==> src/hdl/timer16_defines.svh <==
`ifndef TIMER16_DEFINES_SVH
`define TIMER16_DEFINES_SVH

// register map on the 8-bit i/o port
`define ADDR_W 4
`define OFF_CTRL_A 4'h0
`define OFF_CTRL_B 4'h1
`define OFF_CNT_L 4'h2
`define OFF_CNT_H 4'h3
`define OFF_CAPT_L 4'h4
`define OFF_CAPT_H 4'h5
`define OFF_CMPA_L 4'h6
`define OFF_CMPA_H 4'h7
`define OFF_MASK 4'h8
`define OFF_FLAGS 4'h9

// field positions
`define BIT_WGM_LO 1
`define BIT_CS_HI 2
`define BIT_WGM_HI_H 4
`define BIT_WGM_HI_L 3
`define BIT_CAP_SRC 5
`define BIT_CAP_EDGE 6
`define BIT_OVF 0
`define BIT_CAPF 5

// count landmarks and reset values
`define CNT_BOTTOM 16'h0000
`define CNT_MAX 16'hffff
`define TOP_8BIT 16'h00ff
`define TOP_9BIT 16'h01ff
`define TOP_10BIT 16'h03ff
`define RST_BYTE 8'h00
`define RST_WORD 16'h0000
`define CS_STOP 3'h0
`define CS_SYSCLK 3'h1
`define CS_EXT_FALL 3'h6
`define CS_EXT_RISE 3'h7

`endif

==> src/hdl/timer16_pkg.sv <==
package timer16_pkg;
    // counting direction of the dual-slope sequences
    typedef enum logic {
        DIR_UP = 1'b0,
        DIR_DOWN = 1'b1
    } dir_t;
    // waveform mode field
    typedef logic [3:0] wave_mode_t;
endpackage

==> src/hdl/timer16_counter_capture.sv <==
// How it works
// 16-bit up/down counter seen as two byte locations, upper and lower.
// high byte hits shared latch; low read fills latch, low write loads upper.
// each tick clears, increments or decrements the counter per mode.
// three-bit source field in control b picks tick; zero stops it.
// counter is readable and writable whether or not the tick runs.
// a processor counter write beats any clear or count that cycle.
// four-bit waveform mode, split over control a and b, sets the sequence.
// overflow flag sets where the mode says and can raise an interrupt.
// matching edge on pin or comparator copies counter into capture register.
// capture flag sets in the same cycle the capture register loads.
// with capture enable set the flag interrupts; servicing clears it.
// writing one to the capture flag bit clears it.
// capture read low first fills latch; high read returns the latch.
// capture register is writable only in modes using it as top.
// software writes capture high byte before the low byte.
// one latch load may serve several low-byte writes sharing a high byte.
// software masks interrupts around two-byte writes to protect the latch.
// one latch shared by all 16-bit registers; low write loads both bytes.
// compare register reads return both bytes directly, no latch.
// bottom 0x0000, max 0xffff, top fixed, compare a or capture per mode.
// reset zeroes counter, capture, latch, flag, and stops the source.
`timescale 1ns/1ns
`include "timer16_defines.svh"
`default_nettype none
module timer16_counter_capture (
    input wire logic i_mclk,
    input wire logic i_reset,
    input wire logic [`ADDR_W-1:0] i_addr,
    input wire logic i_wr,
    input wire logic i_rd,
    input wire logic [7:0] i_wdata,
    input wire logic i_prescaled_tick,
    input wire logic i_ext_clock,
    input wire logic i_capture_pin,
    input wire logic i_comparator_output,
    input wire logic i_capture_ack,
    input wire logic i_overflow_ack,
    output logic [7:0] o_rdata,
    output logic o_capture_irq,
    output logic o_overflow_irq
);
    import timer16_pkg::*;

    logic [7:0] ctrl_a_ff;
    logic [7:0] ctrl_b_ff;
    logic [7:0] mask_ff;
    logic [15:0] count_ff;
    logic [15:0] capt_ff;
    logic [15:0] comp_a_ff;
    logic [7:0] temp_ff;
    dir_t dir_ff;
    logic ovf_ff;
    logic capf_ff;
    logic [7:0] rdata_ff;
    logic cap_irq_ff;
    logic ovf_irq_ff;
    logic ext_prev_ff;
    logic cap_prev_ff;
    logic [7:0] nxt_rdata;
    logic nxt_ovf;
    logic nxt_capf;

    // decoding used by several processes
    function automatic logic is_icr_top(input wave_mode_t m);
        return (m == 4'h8) || (m == 4'ha) || (m == 4'hc) || (m == 4'he);
    endfunction

    function automatic logic is_dual(input wave_mode_t m);
        return (m >= 4'h1 && m <= 4'h3) || (m >= 4'h8 && m <= 4'hb);
    endfunction

    function automatic logic is_fast(input wave_mode_t m);
        return (m >= 4'h5 && m <= 4'h7) || (m == 4'he) || (m == 4'hf);
    endfunction

    // top per mode
    function automatic logic [15:0] top_of(input wave_mode_t m, input logic [15:0] cmp,
                                            input logic [15:0] cap);
        case (m)
            4'h1, 4'h5: top_of = `TOP_8BIT;
            4'h2, 4'h6: top_of = `TOP_9BIT;
            4'h3, 4'h7: top_of = `TOP_10BIT;
            4'h4, 4'h9, 4'hb, 4'hf: top_of = cmp;
            4'h8, 4'ha, 4'hc, 4'he: top_of = cap;
            default: top_of = `CNT_MAX;
        endcase
    endfunction

    // mode field split over both control registers
    wave_mode_t wgm;
    assign wgm = {ctrl_b_ff[`BIT_WGM_HI_H:`BIT_WGM_HI_L], ctrl_a_ff[`BIT_WGM_LO:0]};

    logic [2:0] cs;
    assign cs = ctrl_b_ff[`BIT_CS_HI:0];

    logic [15:0] top;
    assign top = top_of(wgm, comp_a_ff, capt_ff);

    logic cnt_lo_wr;
    logic capt_lo_wr;
    assign cnt_lo_wr = i_wr && (i_addr == `OFF_CNT_L);
    assign capt_lo_wr = i_wr && (i_addr == `OFF_CAPT_L);

    // tick source select, zero stops the timer
    logic tick;
    always_comb begin
        case (cs)
            `CS_STOP: tick = 1'b0;
            `CS_SYSCLK: tick = 1'b1;
            `CS_EXT_FALL: tick = ext_prev_ff && !i_ext_clock;
            `CS_EXT_RISE: tick = !ext_prev_ff && i_ext_clock;
            default: tick = i_prescaled_tick;
        endcase
    end

    // previous samples for edge detection
    logic cap_src;
    assign cap_src = ctrl_b_ff[`BIT_CAP_SRC] ? i_comparator_output : i_capture_pin;
    always_ff @(posedge i_mclk) begin
        if (i_reset) begin
            ext_prev_ff <= 1'b0;
            cap_prev_ff <= 1'b0;
        end else begin
            ext_prev_ff <= i_ext_clock;
            cap_prev_ff <= cap_src;
        end
    end

    // capture event, off while capture defines top
    logic cap_evt;
    assign cap_evt = (cap_src != cap_prev_ff) && (cap_src == ctrl_b_ff[`BIT_CAP_EDGE])
                     && !is_icr_top(wgm);

    // control, mask and compare registers
    always_ff @(posedge i_mclk) begin
        if (i_reset) begin
            ctrl_a_ff <= `RST_BYTE;
            ctrl_b_ff <= `RST_BYTE;
            mask_ff <= `RST_BYTE;
            comp_a_ff <= `RST_WORD;
        end else if (i_wr) begin
            case (i_addr)
                `OFF_CTRL_A: ctrl_a_ff <= i_wdata;
                `OFF_CTRL_B: ctrl_b_ff <= i_wdata;
                `OFF_MASK: mask_ff <= i_wdata;
                // compare low write joins latch byte
                `OFF_CMPA_L: comp_a_ff <= {temp_ff, i_wdata};
                default: ;
            endcase
        end
    end

    // shared high-byte latch
    always_ff @(posedge i_mclk) begin
        if (i_reset) begin
            temp_ff <= `RST_BYTE;
        end else if (i_wr && (i_addr == `OFF_CNT_H || i_addr == `OFF_CAPT_H
                              || i_addr == `OFF_CMPA_H)) begin
            temp_ff <= i_wdata;
        end else if (i_rd && i_addr == `OFF_CNT_L) begin
            temp_ff <= count_ff[15:8];
        end else if (i_rd && i_addr == `OFF_CAPT_L) begin
            // low capture read fills latch
            temp_ff <= capt_ff[15:8];
        end
    end

    // counter unit, tick-driven sequence
    always_ff @(posedge i_mclk) begin
        if (i_reset) begin
            count_ff <= `RST_WORD;
            dir_ff <= DIR_UP;
        end else if (cnt_lo_wr) begin
            // write wins over count
            count_ff <= {temp_ff, i_wdata};
        end else if (tick) begin
            // clear, up or down per mode
            if (is_dual(wgm)) begin
                if (dir_ff == DIR_UP) begin
                    if (count_ff >= top) begin
                        dir_ff <= DIR_DOWN;
                        count_ff <= count_ff - 16'h0001;
                    end else begin
                        count_ff <= count_ff + 16'h0001;
                    end
                end else if (count_ff == `CNT_BOTTOM) begin
                    dir_ff <= DIR_UP;
                    count_ff <= count_ff + 16'h0001;
                end else begin
                    count_ff <= count_ff - 16'h0001;
                end
            end else if (count_ff == top) begin
                count_ff <= `CNT_BOTTOM;
                dir_ff <= DIR_UP;
            end else begin
                count_ff <= count_ff + 16'h0001;
                dir_ff <= DIR_UP;
            end
        end
    end

    // overflow point per mode
    logic ovf_evt;
    always_comb begin
        if (!tick || cnt_lo_wr) begin
            ovf_evt = 1'b0;
        end else if (is_dual(wgm)) begin
            ovf_evt = (count_ff == `CNT_BOTTOM) && (dir_ff == DIR_DOWN);
        end else if (is_fast(wgm)) begin
            ovf_evt = (count_ff == top);
        end else begin
            ovf_evt = (count_ff == `CNT_MAX);
        end
    end

    // capture register
    always_ff @(posedge i_mclk) begin
        if (i_reset) begin
            capt_ff <= `RST_WORD;
        end else if (cap_evt) begin
            capt_ff <= count_ff;
        end else if (capt_lo_wr && is_icr_top(wgm)) begin
            // write only when capture sets top
            capt_ff <= {temp_ff, i_wdata};
        end
    end

    // flags: set beats write-one clear and acknowledge
    always_comb begin
        nxt_ovf = ovf_ff;
        nxt_capf = capf_ff;
        if (i_overflow_ack || (i_wr && i_addr == `OFF_FLAGS && i_wdata[`BIT_OVF])) begin
            nxt_ovf = 1'b0;
        end
        // acknowledge or write one clears
        if (i_capture_ack || (i_wr && i_addr == `OFF_FLAGS && i_wdata[`BIT_CAPF])) begin
            nxt_capf = 1'b0;
        end
        if (ovf_evt) begin
            nxt_ovf = 1'b1;
        end
        // flag with capture copy
        if (cap_evt) begin
            nxt_capf = 1'b1;
        end
    end

    always_ff @(posedge i_mclk) begin
        if (i_reset) begin
            ovf_ff <= 1'b0;
            capf_ff <= 1'b0;
            cap_irq_ff <= 1'b0;
            ovf_irq_ff <= 1'b0;
        end else begin
            ovf_ff <= nxt_ovf;
            capf_ff <= nxt_capf;
            // masked interrupt requests
            cap_irq_ff <= nxt_capf && mask_ff[`BIT_CAPF];
            ovf_irq_ff <= nxt_ovf && mask_ff[`BIT_OVF];
        end
    end

    // read data mux, registered
    always_comb begin
        nxt_rdata = 8'h00;
        case (i_addr)
            `OFF_CTRL_A: nxt_rdata = ctrl_a_ff;
            `OFF_CTRL_B: nxt_rdata = ctrl_b_ff;
            // counter bytes always readable
            `OFF_CNT_L: nxt_rdata = count_ff[7:0];
            `OFF_CNT_H: nxt_rdata = temp_ff;
            `OFF_CAPT_L: nxt_rdata = capt_ff[7:0];
            `OFF_CAPT_H: nxt_rdata = temp_ff;
            // compare read direct
            `OFF_CMPA_L: nxt_rdata = comp_a_ff[7:0];
            `OFF_CMPA_H: nxt_rdata = comp_a_ff[15:8];
            `OFF_MASK: nxt_rdata = mask_ff;
            `OFF_FLAGS: nxt_rdata = {2'b00, capf_ff, 4'b0000, ovf_ff};
            default: nxt_rdata = 8'h00;
        endcase
    end

    always_ff @(posedge i_mclk) begin
        if (i_reset) begin
            rdata_ff <= 8'h00;
        end else if (i_rd) begin
            rdata_ff <= nxt_rdata;
        end
    end

    assign o_rdata = rdata_ff;
    assign o_capture_irq = cap_irq_ff;
    assign o_overflow_irq = ovf_irq_ff;
endmodule
`default_nettype wire

==> config.mk <==
export PLATFORM = sky130hd
export DESIGN_NAME = timer16_counter_capture
export DESIGN_NICKNAME = d
export VERILOG_FILES = /design/src/hdl/timer16_pkg.sv /design/src/hdl/timer16_counter_capture.sv
export VERILOG_INCLUDE_DIRS = /design/src /design/src/hdl
export SDC_FILE = /design/constraint.sdc
export NUM_CORES = 1
export LEC_CHECK = 0
export BUFFER_PORTS_ARGS = -buffer_cell sky130_fd_sc_hd__buf_2
export CAP_MARGIN = 20
export CORE_MARGIN = 3
export CORE_UTILIZATION = 51
export CTS_CLUSTER_SIZE = 16
export DETAILED_ROUTE_END_ITERATION = 8
export PLACE_DENSITY = 0.7
export REMOVE_ABC_BUFFERS = 1
export SYNTH_ARGS = -nofsm -noshare
export SYNTH_HDL_FRONTEND = slang
export SYNTH_SLANG_ARGS = --single-unit
==> constraint.sdc <==
create_clock -name i_mclk -period 4.75 [get_ports i_mclk]
set_clock_uncertainty 0.05 [all_clocks]
set_input_delay 0.2375 -clock i_mclk [delete_from_list [all_inputs] [get_ports i_mclk]]
set_output_delay 0.2375 -clock i_mclk [all_outputs]
set_load 0.005 [all_outputs]
Word level (Yosys, flattened, before mapping)
Cells that the tools add are included.

Input bits: 22. Register bits after elaboration: 95. Word-level logic and storage cells: 133.

Mux-type cells: 27. Add/subtract/negate cells: 2. Reduce and logical (&&, ||, !) cells: 51. Bitwise gates (word level): 1. Order comparisons: 7. Equal/unequal tests: 30.

Operators with widths (number): 16-bit 2-to-1 mux (9); 16-bit case mux with 5 select lines (1); 8-bit case mux with 9 select lines (1); 4-bit == test, second input constant (9); 4-bit by 3-bit == test with 1-bit output, second input constant (8); 8-bit 2-to-1 mux (3); 1-bit logical AND (19); 16-bit by 1-bit adder with 16-bit output, second input constant (1); 16-bit == test (1); 16-bit == test, second input constant (1); 4-bit by 2-bit == test with 1-bit output, second input constant (4); 16-bit >= comparator (1); 16-bit logical NOT (1); 16-bit by 1-bit subtractor with 16-bit output, second input constant (1); 1-bit 2-to-1 mux (12); 1-bit logical OR (11); 2-bit AND reduction (5); 4-bit by 1-bit == test with 1-bit output, second input constant (2); 2-bit OR reduction (4); 4-bit OR reduction (2); 3-bit == test, second input constant (2); 4-bit by 1-bit >= comparator with 1-bit output, second input constant (1); 4-bit by 3-bit >= comparator with 1-bit output, second input constant (1); 4-bit >= comparator, second input constant (1); other kinds (13) (17).

Longest topological paths before layout
Depth after elaboration: 9. Depth in mapped cells: 17.

Worst setup path after synthesis
No wires, ideal clock.

Path type: flip-flop to flip-flop. From: reg ctrl_a_ff[0]. To: reg count_ff[12]. Path buffers: 2. Slack: 901 ps. Arrival time: 3711 ps. Required time: 4612 ps. Stages on the path, launching flop included: 15. Cells stage by stage: dfxtp_1 > clkbuf_1 > inv_1 > clkbuf_1 > nor3_1 > a21oi_1 > o22ai_1 > ha_1 > and3_1 > a221o_1 > a221oi_1 > a21oi_2 > or4_1 > a31o_1 > a311oi_2.

Cells in the longest elaborated chain, start to end: 9. Elaborated cells between the ends (all ways): 35.

RTL lines: start, declared (RTL line timer16_counter_capture.sv:45) `logic [7:0] ctrl_a_ff;`; start signal, assigned (RTL line timer16_counter_capture.sv:138) `` ctrl_a_ff <= `RST_BYTE; ``; start signal, assigned (RTL line timer16_counter_capture.sv:144) `` `OFF_CTRL_A: ctrl_a_ff <= i_wdata; ``; 4-bit == test (tied with other cells) (RTL line timer16_counter_capture.sv:80) `case (m)`; 4-bit OR reduction / 2-bit OR reduction (equally long branches) (RTL line timer16_counter_capture.sv:80); 16-bit case mux with 5 select lines (RTL line timer16_counter_capture.sv:80); 16-bit >= comparator (RTL line timer16_counter_capture.sv:181) `if (count_ff >= top) begin`; 16-bit 2-to-1 mux (RTL line timer16_counter_capture.sv:181); 16-bit 2-to-1 mux (RTL line timer16_counter_capture.sv:180) `if (dir_ff == DIR_UP) begin`; 16-bit 2-to-1 mux (*) (RTL line timer16_counter_capture.sv:179) `if (is_dual(wgm)) begin`; 16-bit 2-to-1 mux (*) (RTL line timer16_counter_capture.sv:177) `end else if (tick) begin`; 16-bit 2-to-1 mux (*) (RTL line timer16_counter_capture.sv:174) `end else if (cnt_lo_wr) begin`; end signal, assigned (RTL line timer16_counter_capture.sv:176) `count_ff <= {temp_ff, i_wdata};`; end signal, assigned (RTL line timer16_counter_capture.sv:183) `count_ff <= count_ff - 16'h0001;`; end signal, assigned (RTL line timer16_counter_capture.sv:185) `count_ff <= count_ff + 16'h0001;`; end, declared (RTL line timer16_counter_capture.sv:48) `logic [15:0] count_ff;`.

Every way passes the cells marked *; elsewhere a longest branch is shown, timed or not. The select of a mux whose other input is x is not followed. A chain may end at the register's enable or synchronous reset.

Final worst setup path
From: reg ctrl_b_ff[3]. To: reg count_ff[3].

Cells in the longest elaborated chain, start to end: 9. Elaborated cells between the ends (all ways): 35.

RTL lines: start, declared (RTL line timer16_counter_capture.sv:46) `logic [7:0] ctrl_b_ff;`; start signal, assigned (RTL line timer16_counter_capture.sv:139) `` ctrl_b_ff <= `RST_BYTE; ``; start signal, assigned (RTL line timer16_counter_capture.sv:145) `` `OFF_CTRL_B: ctrl_b_ff <= i_wdata; ``; 4-bit == test (tied with other cells) (RTL line timer16_counter_capture.sv:80); 4-bit OR reduction / 2-bit OR reduction (equally long branches) (RTL line timer16_counter_capture.sv:80); 16-bit case mux with 5 select lines (RTL line timer16_counter_capture.sv:80); 16-bit >= comparator (RTL line timer16_counter_capture.sv:181); 16-bit 2-to-1 mux (RTL line timer16_counter_capture.sv:181); 16-bit 2-to-1 mux (RTL line timer16_counter_capture.sv:180); 16-bit 2-to-1 mux (*) (RTL line timer16_counter_capture.sv:179); 16-bit 2-to-1 mux (*) (RTL line timer16_counter_capture.sv:177); 16-bit 2-to-1 mux (*) (RTL line timer16_counter_capture.sv:174).

Marked as above.

==> results.yml <==
route:
  vias: 6254
  wl_per_cell_um: 22.3
  wl_met2_um: 9190
  wl_met1_um: 8970
  wl_met3_um: 1960
  ant_nets: 0
  drt-vias-per-instance: 6.69
  drtIter0Drc: 891
  drt-total-wl_um: 20800
  highest_layer: "met4"
  dr.pass1.iters: 5
  drc: 0
timing:
  fmax_mhz: 225
  rsz0062_at_grt: "false"
  hold_ws_ps: 65.2
  setup_total_negative_slack_ps: 0
  setup_violations: 0
  hold_violations: 0
  setup_slack_ps: 297
  tightestPinTransition_ps: 1010
  period_needed_ps: 4450
  max-slew-margin-rel_pct: 32.3
  finalMaxSlewViolations: 0
  fin_crit_sh_pct: 93.7
power_and_ir_drop:
  power_density_mw_per_mm2: 278
  leakagePower_nw: 2.38
  peakVddDrop_mv: 0.341
setup_path:
  cp_common_cell: "a21oi_1"
  critical_path_required_ps: 4910
  slowest_stage: "a221oi_1"
  end_kind: "register"
  cp-start-kind: "register"
  path_class: "register to register"
  worstPathMaxFanout: 9
  worstPathArrival_ps: 4620
  crit_chain: "nor2b_1 > nor3_1 > a21oi_1 > o22ai_1 > ha_1 > and3_1 > a221o_1 > a221oi_1 > a21oi_1 > a41o_1 > a2111oi_0 > nor4_1"
  crit_path_start: "ctrl_b_ff[3]"
  r2r-start: "ctrl_b_ff[3]"
  cp_slowest_stage_delay_ps: 650
clock_tree:
  h-tree-depth: 3
  clockRootBuffer: "clkbuf_16"
  clk_latency_ps: 370
  cts_num_sinks: 95
  cts_buffer_depth: 2
  cts_hold_buf: 0
  cts_buffers: 9
  cts.repair.resized: 0
  clk_pin_slew_ps: 70
  postCtsSetupBuffers: 0
  cts_tree: "yes"
synth:
  syn_area_per_cell_um2: 7.54
  synth_common_cells: "112 x nand2_1, 95 x dfxtp_1, 77 x a21oi_1, 74 x nor2_1, 55 x clkbuf_1"
  synth-edff-count: 0
  synth.most_common_cell: "nand2_1"
  synth_area_mm2: 0.00602
  yosysUniqueCellTypes: 68
  async_reset_ff_share_pct: 0
  synth_area_leaders: "dfxtp_1 32%, nand2_1 7.0%, a21oi_1 6.4%"
  synth_ff_type: "dfxtp_1"
  yosysSeqAreaShare_pct: 31.6
  ys_seq_elements: 95
  synthCells: 798
  synth_warnings: 0
  synth_top_area_cell: "dfxtp_1"
  yosysTopAreaCellShare_pct: 31.6
global_route:
  grt_usage_pct: 31.4
  grt_max_degree: 58
  grt_overflow: 0
  antenna_found_initial: 0
  grt_first_pass_wirelength_um: 31700
  first_global_vias: 5579
cells_and_area:
  final_nets: 828
  synthToLayoutAreaGrowth_pct: 7.98
  diodes: 0
  layout.cells.non_filler: 935
  drive_above_1_share_pct: 8.71
  fin_area_mm2: 0.00650
floorplan:
  core_area_mm2: 0.0115
  dieWidth_um: 115
  rows: 39
  io-pin-count: 32
  die_area_mm2: 0.0131
  fp.dieH_um: 115
  initial_core_util_pct: 52.5
job:
  maxCapViolations: 0
place:
  place_ws_ps: 441
  port_buffers: 31
  dp.cells: 918
  dp_hpwl_um: 14600
  placed_area_mm2: 0.00619
  finalWeightedCongestion: 0.967
min_path:
  hp-start: "i_ext_clock"
  hp-class: "input pin to register"
run_status:
  status: "finished, final reports clean"
## cell families after synthesis
family	share of synthesized area, %
muxes	6.55
adders and majority gates	3.95
and+or+nand+nor	26.9
buffers and inverters	5.07
AOI/OAI and AO/OA	24.8
DFF	31.6
xor gates and xnor gates	1.16
## worst paths after layout
check,slack (ps),cells after the start,endpoint
setup reg to reg,300,12,count_ff[3]
hold reg to reg,410,2,mask_ff[3]
setup / recovery,300,12,count_ff[3]
hold / removal,70,2,ext_prev_ff
## metal layers
metal | track usage (%) | up-vias
met1 | 44.0 | 2969
met3 | 7.14 | 56
met5 | 0 | -
met4 | 12.7 | 0
li1 | - | 2913
met2 | 46.4 | 316
## flip-flops by register name (all words and copies together), names as in the netlist
signal          flops
temp_ff             8
ext_prev_ff         1
comp_a_ff          16
ctrl_a_ff           8
mask_ff             8
o_rdata             8
capf_ff             1
count_ff           16
ovf_ff              1
o_capture_irq       1
dir_ff              1
o_overflow_irq      1
cap_prev_ff         1
ctrl_b_ff           8
capt_ff            16
## power breakdown
part / internal (mW) / total, mW / switching (mW)
combinational: 0.0584 / 0.188 / 0.130
clock: 0.428 / 0.775 / 0.347
sequential: 0.814 / 0.843 / 0.0291
total: 1.30 / 1.81 / 0.506
## metrics by stage
stage | utilization, % | power, mW
2_1_floorplan | - | 0.948
3_3_place_gp | 54.0 | 1.04
3_5_place_dp | 54.0 | 1.04
4_1_cts | 56.6 | 1.80
5_1_grt | 56.7 | 1.86
6_report | 56.7 | 1.81
## worst max-delay path: cells and delay by family, from the launching register on
kind            cells  cell delay [ps]
flops               1              470
fa+ha+maj           1              340
compound gates      7             2750
simple gates        4              680
## cells in the final DEF (no fill, tap or decap), types with 4 or more instances in the layout
cell,n
xor2_1,5
o31ai_1,4
clkbuf_16,9
nand4_1,4
nand2b_1,8
a31oi_1,4
a22o_1,6
a211o_1,4
ha_1,19
buf_2,32
and3_1,11
nor2b_1,12
nor4_1,6
buf_4,10
a21oi_1,77
dfxtp_1,95
a211oi_1,23
a22oi_1,12
o211ai_1,8
a221oi_1,15
o21ai_0,22
inv_1,12
a21o_1,4
nand2_1,112
o211a_1,5
nand3b_1,4
and2_1,7
nor3b_1,5
nand3_1,51
mux2i_1,36
nor2_1,74
nor3_1,26
o22ai_1,10
## final cells by class
| type | count | area [um^2] |
|---|---|---|
| flip-flops and latches | 95 | 1900 |
| inverters | 12 | 45.0 |
| fillers | 1084 | 4970 |
| multi-input cells | 627 | 3830 |
| repair buffers | 42 | 235 |
| clock buffers | 11 | 243 |
| clock inverters | 5 | 65.1 |
| well taps | 143 | 179 |
Note: power is estimated with default switching activity, not from simulation.
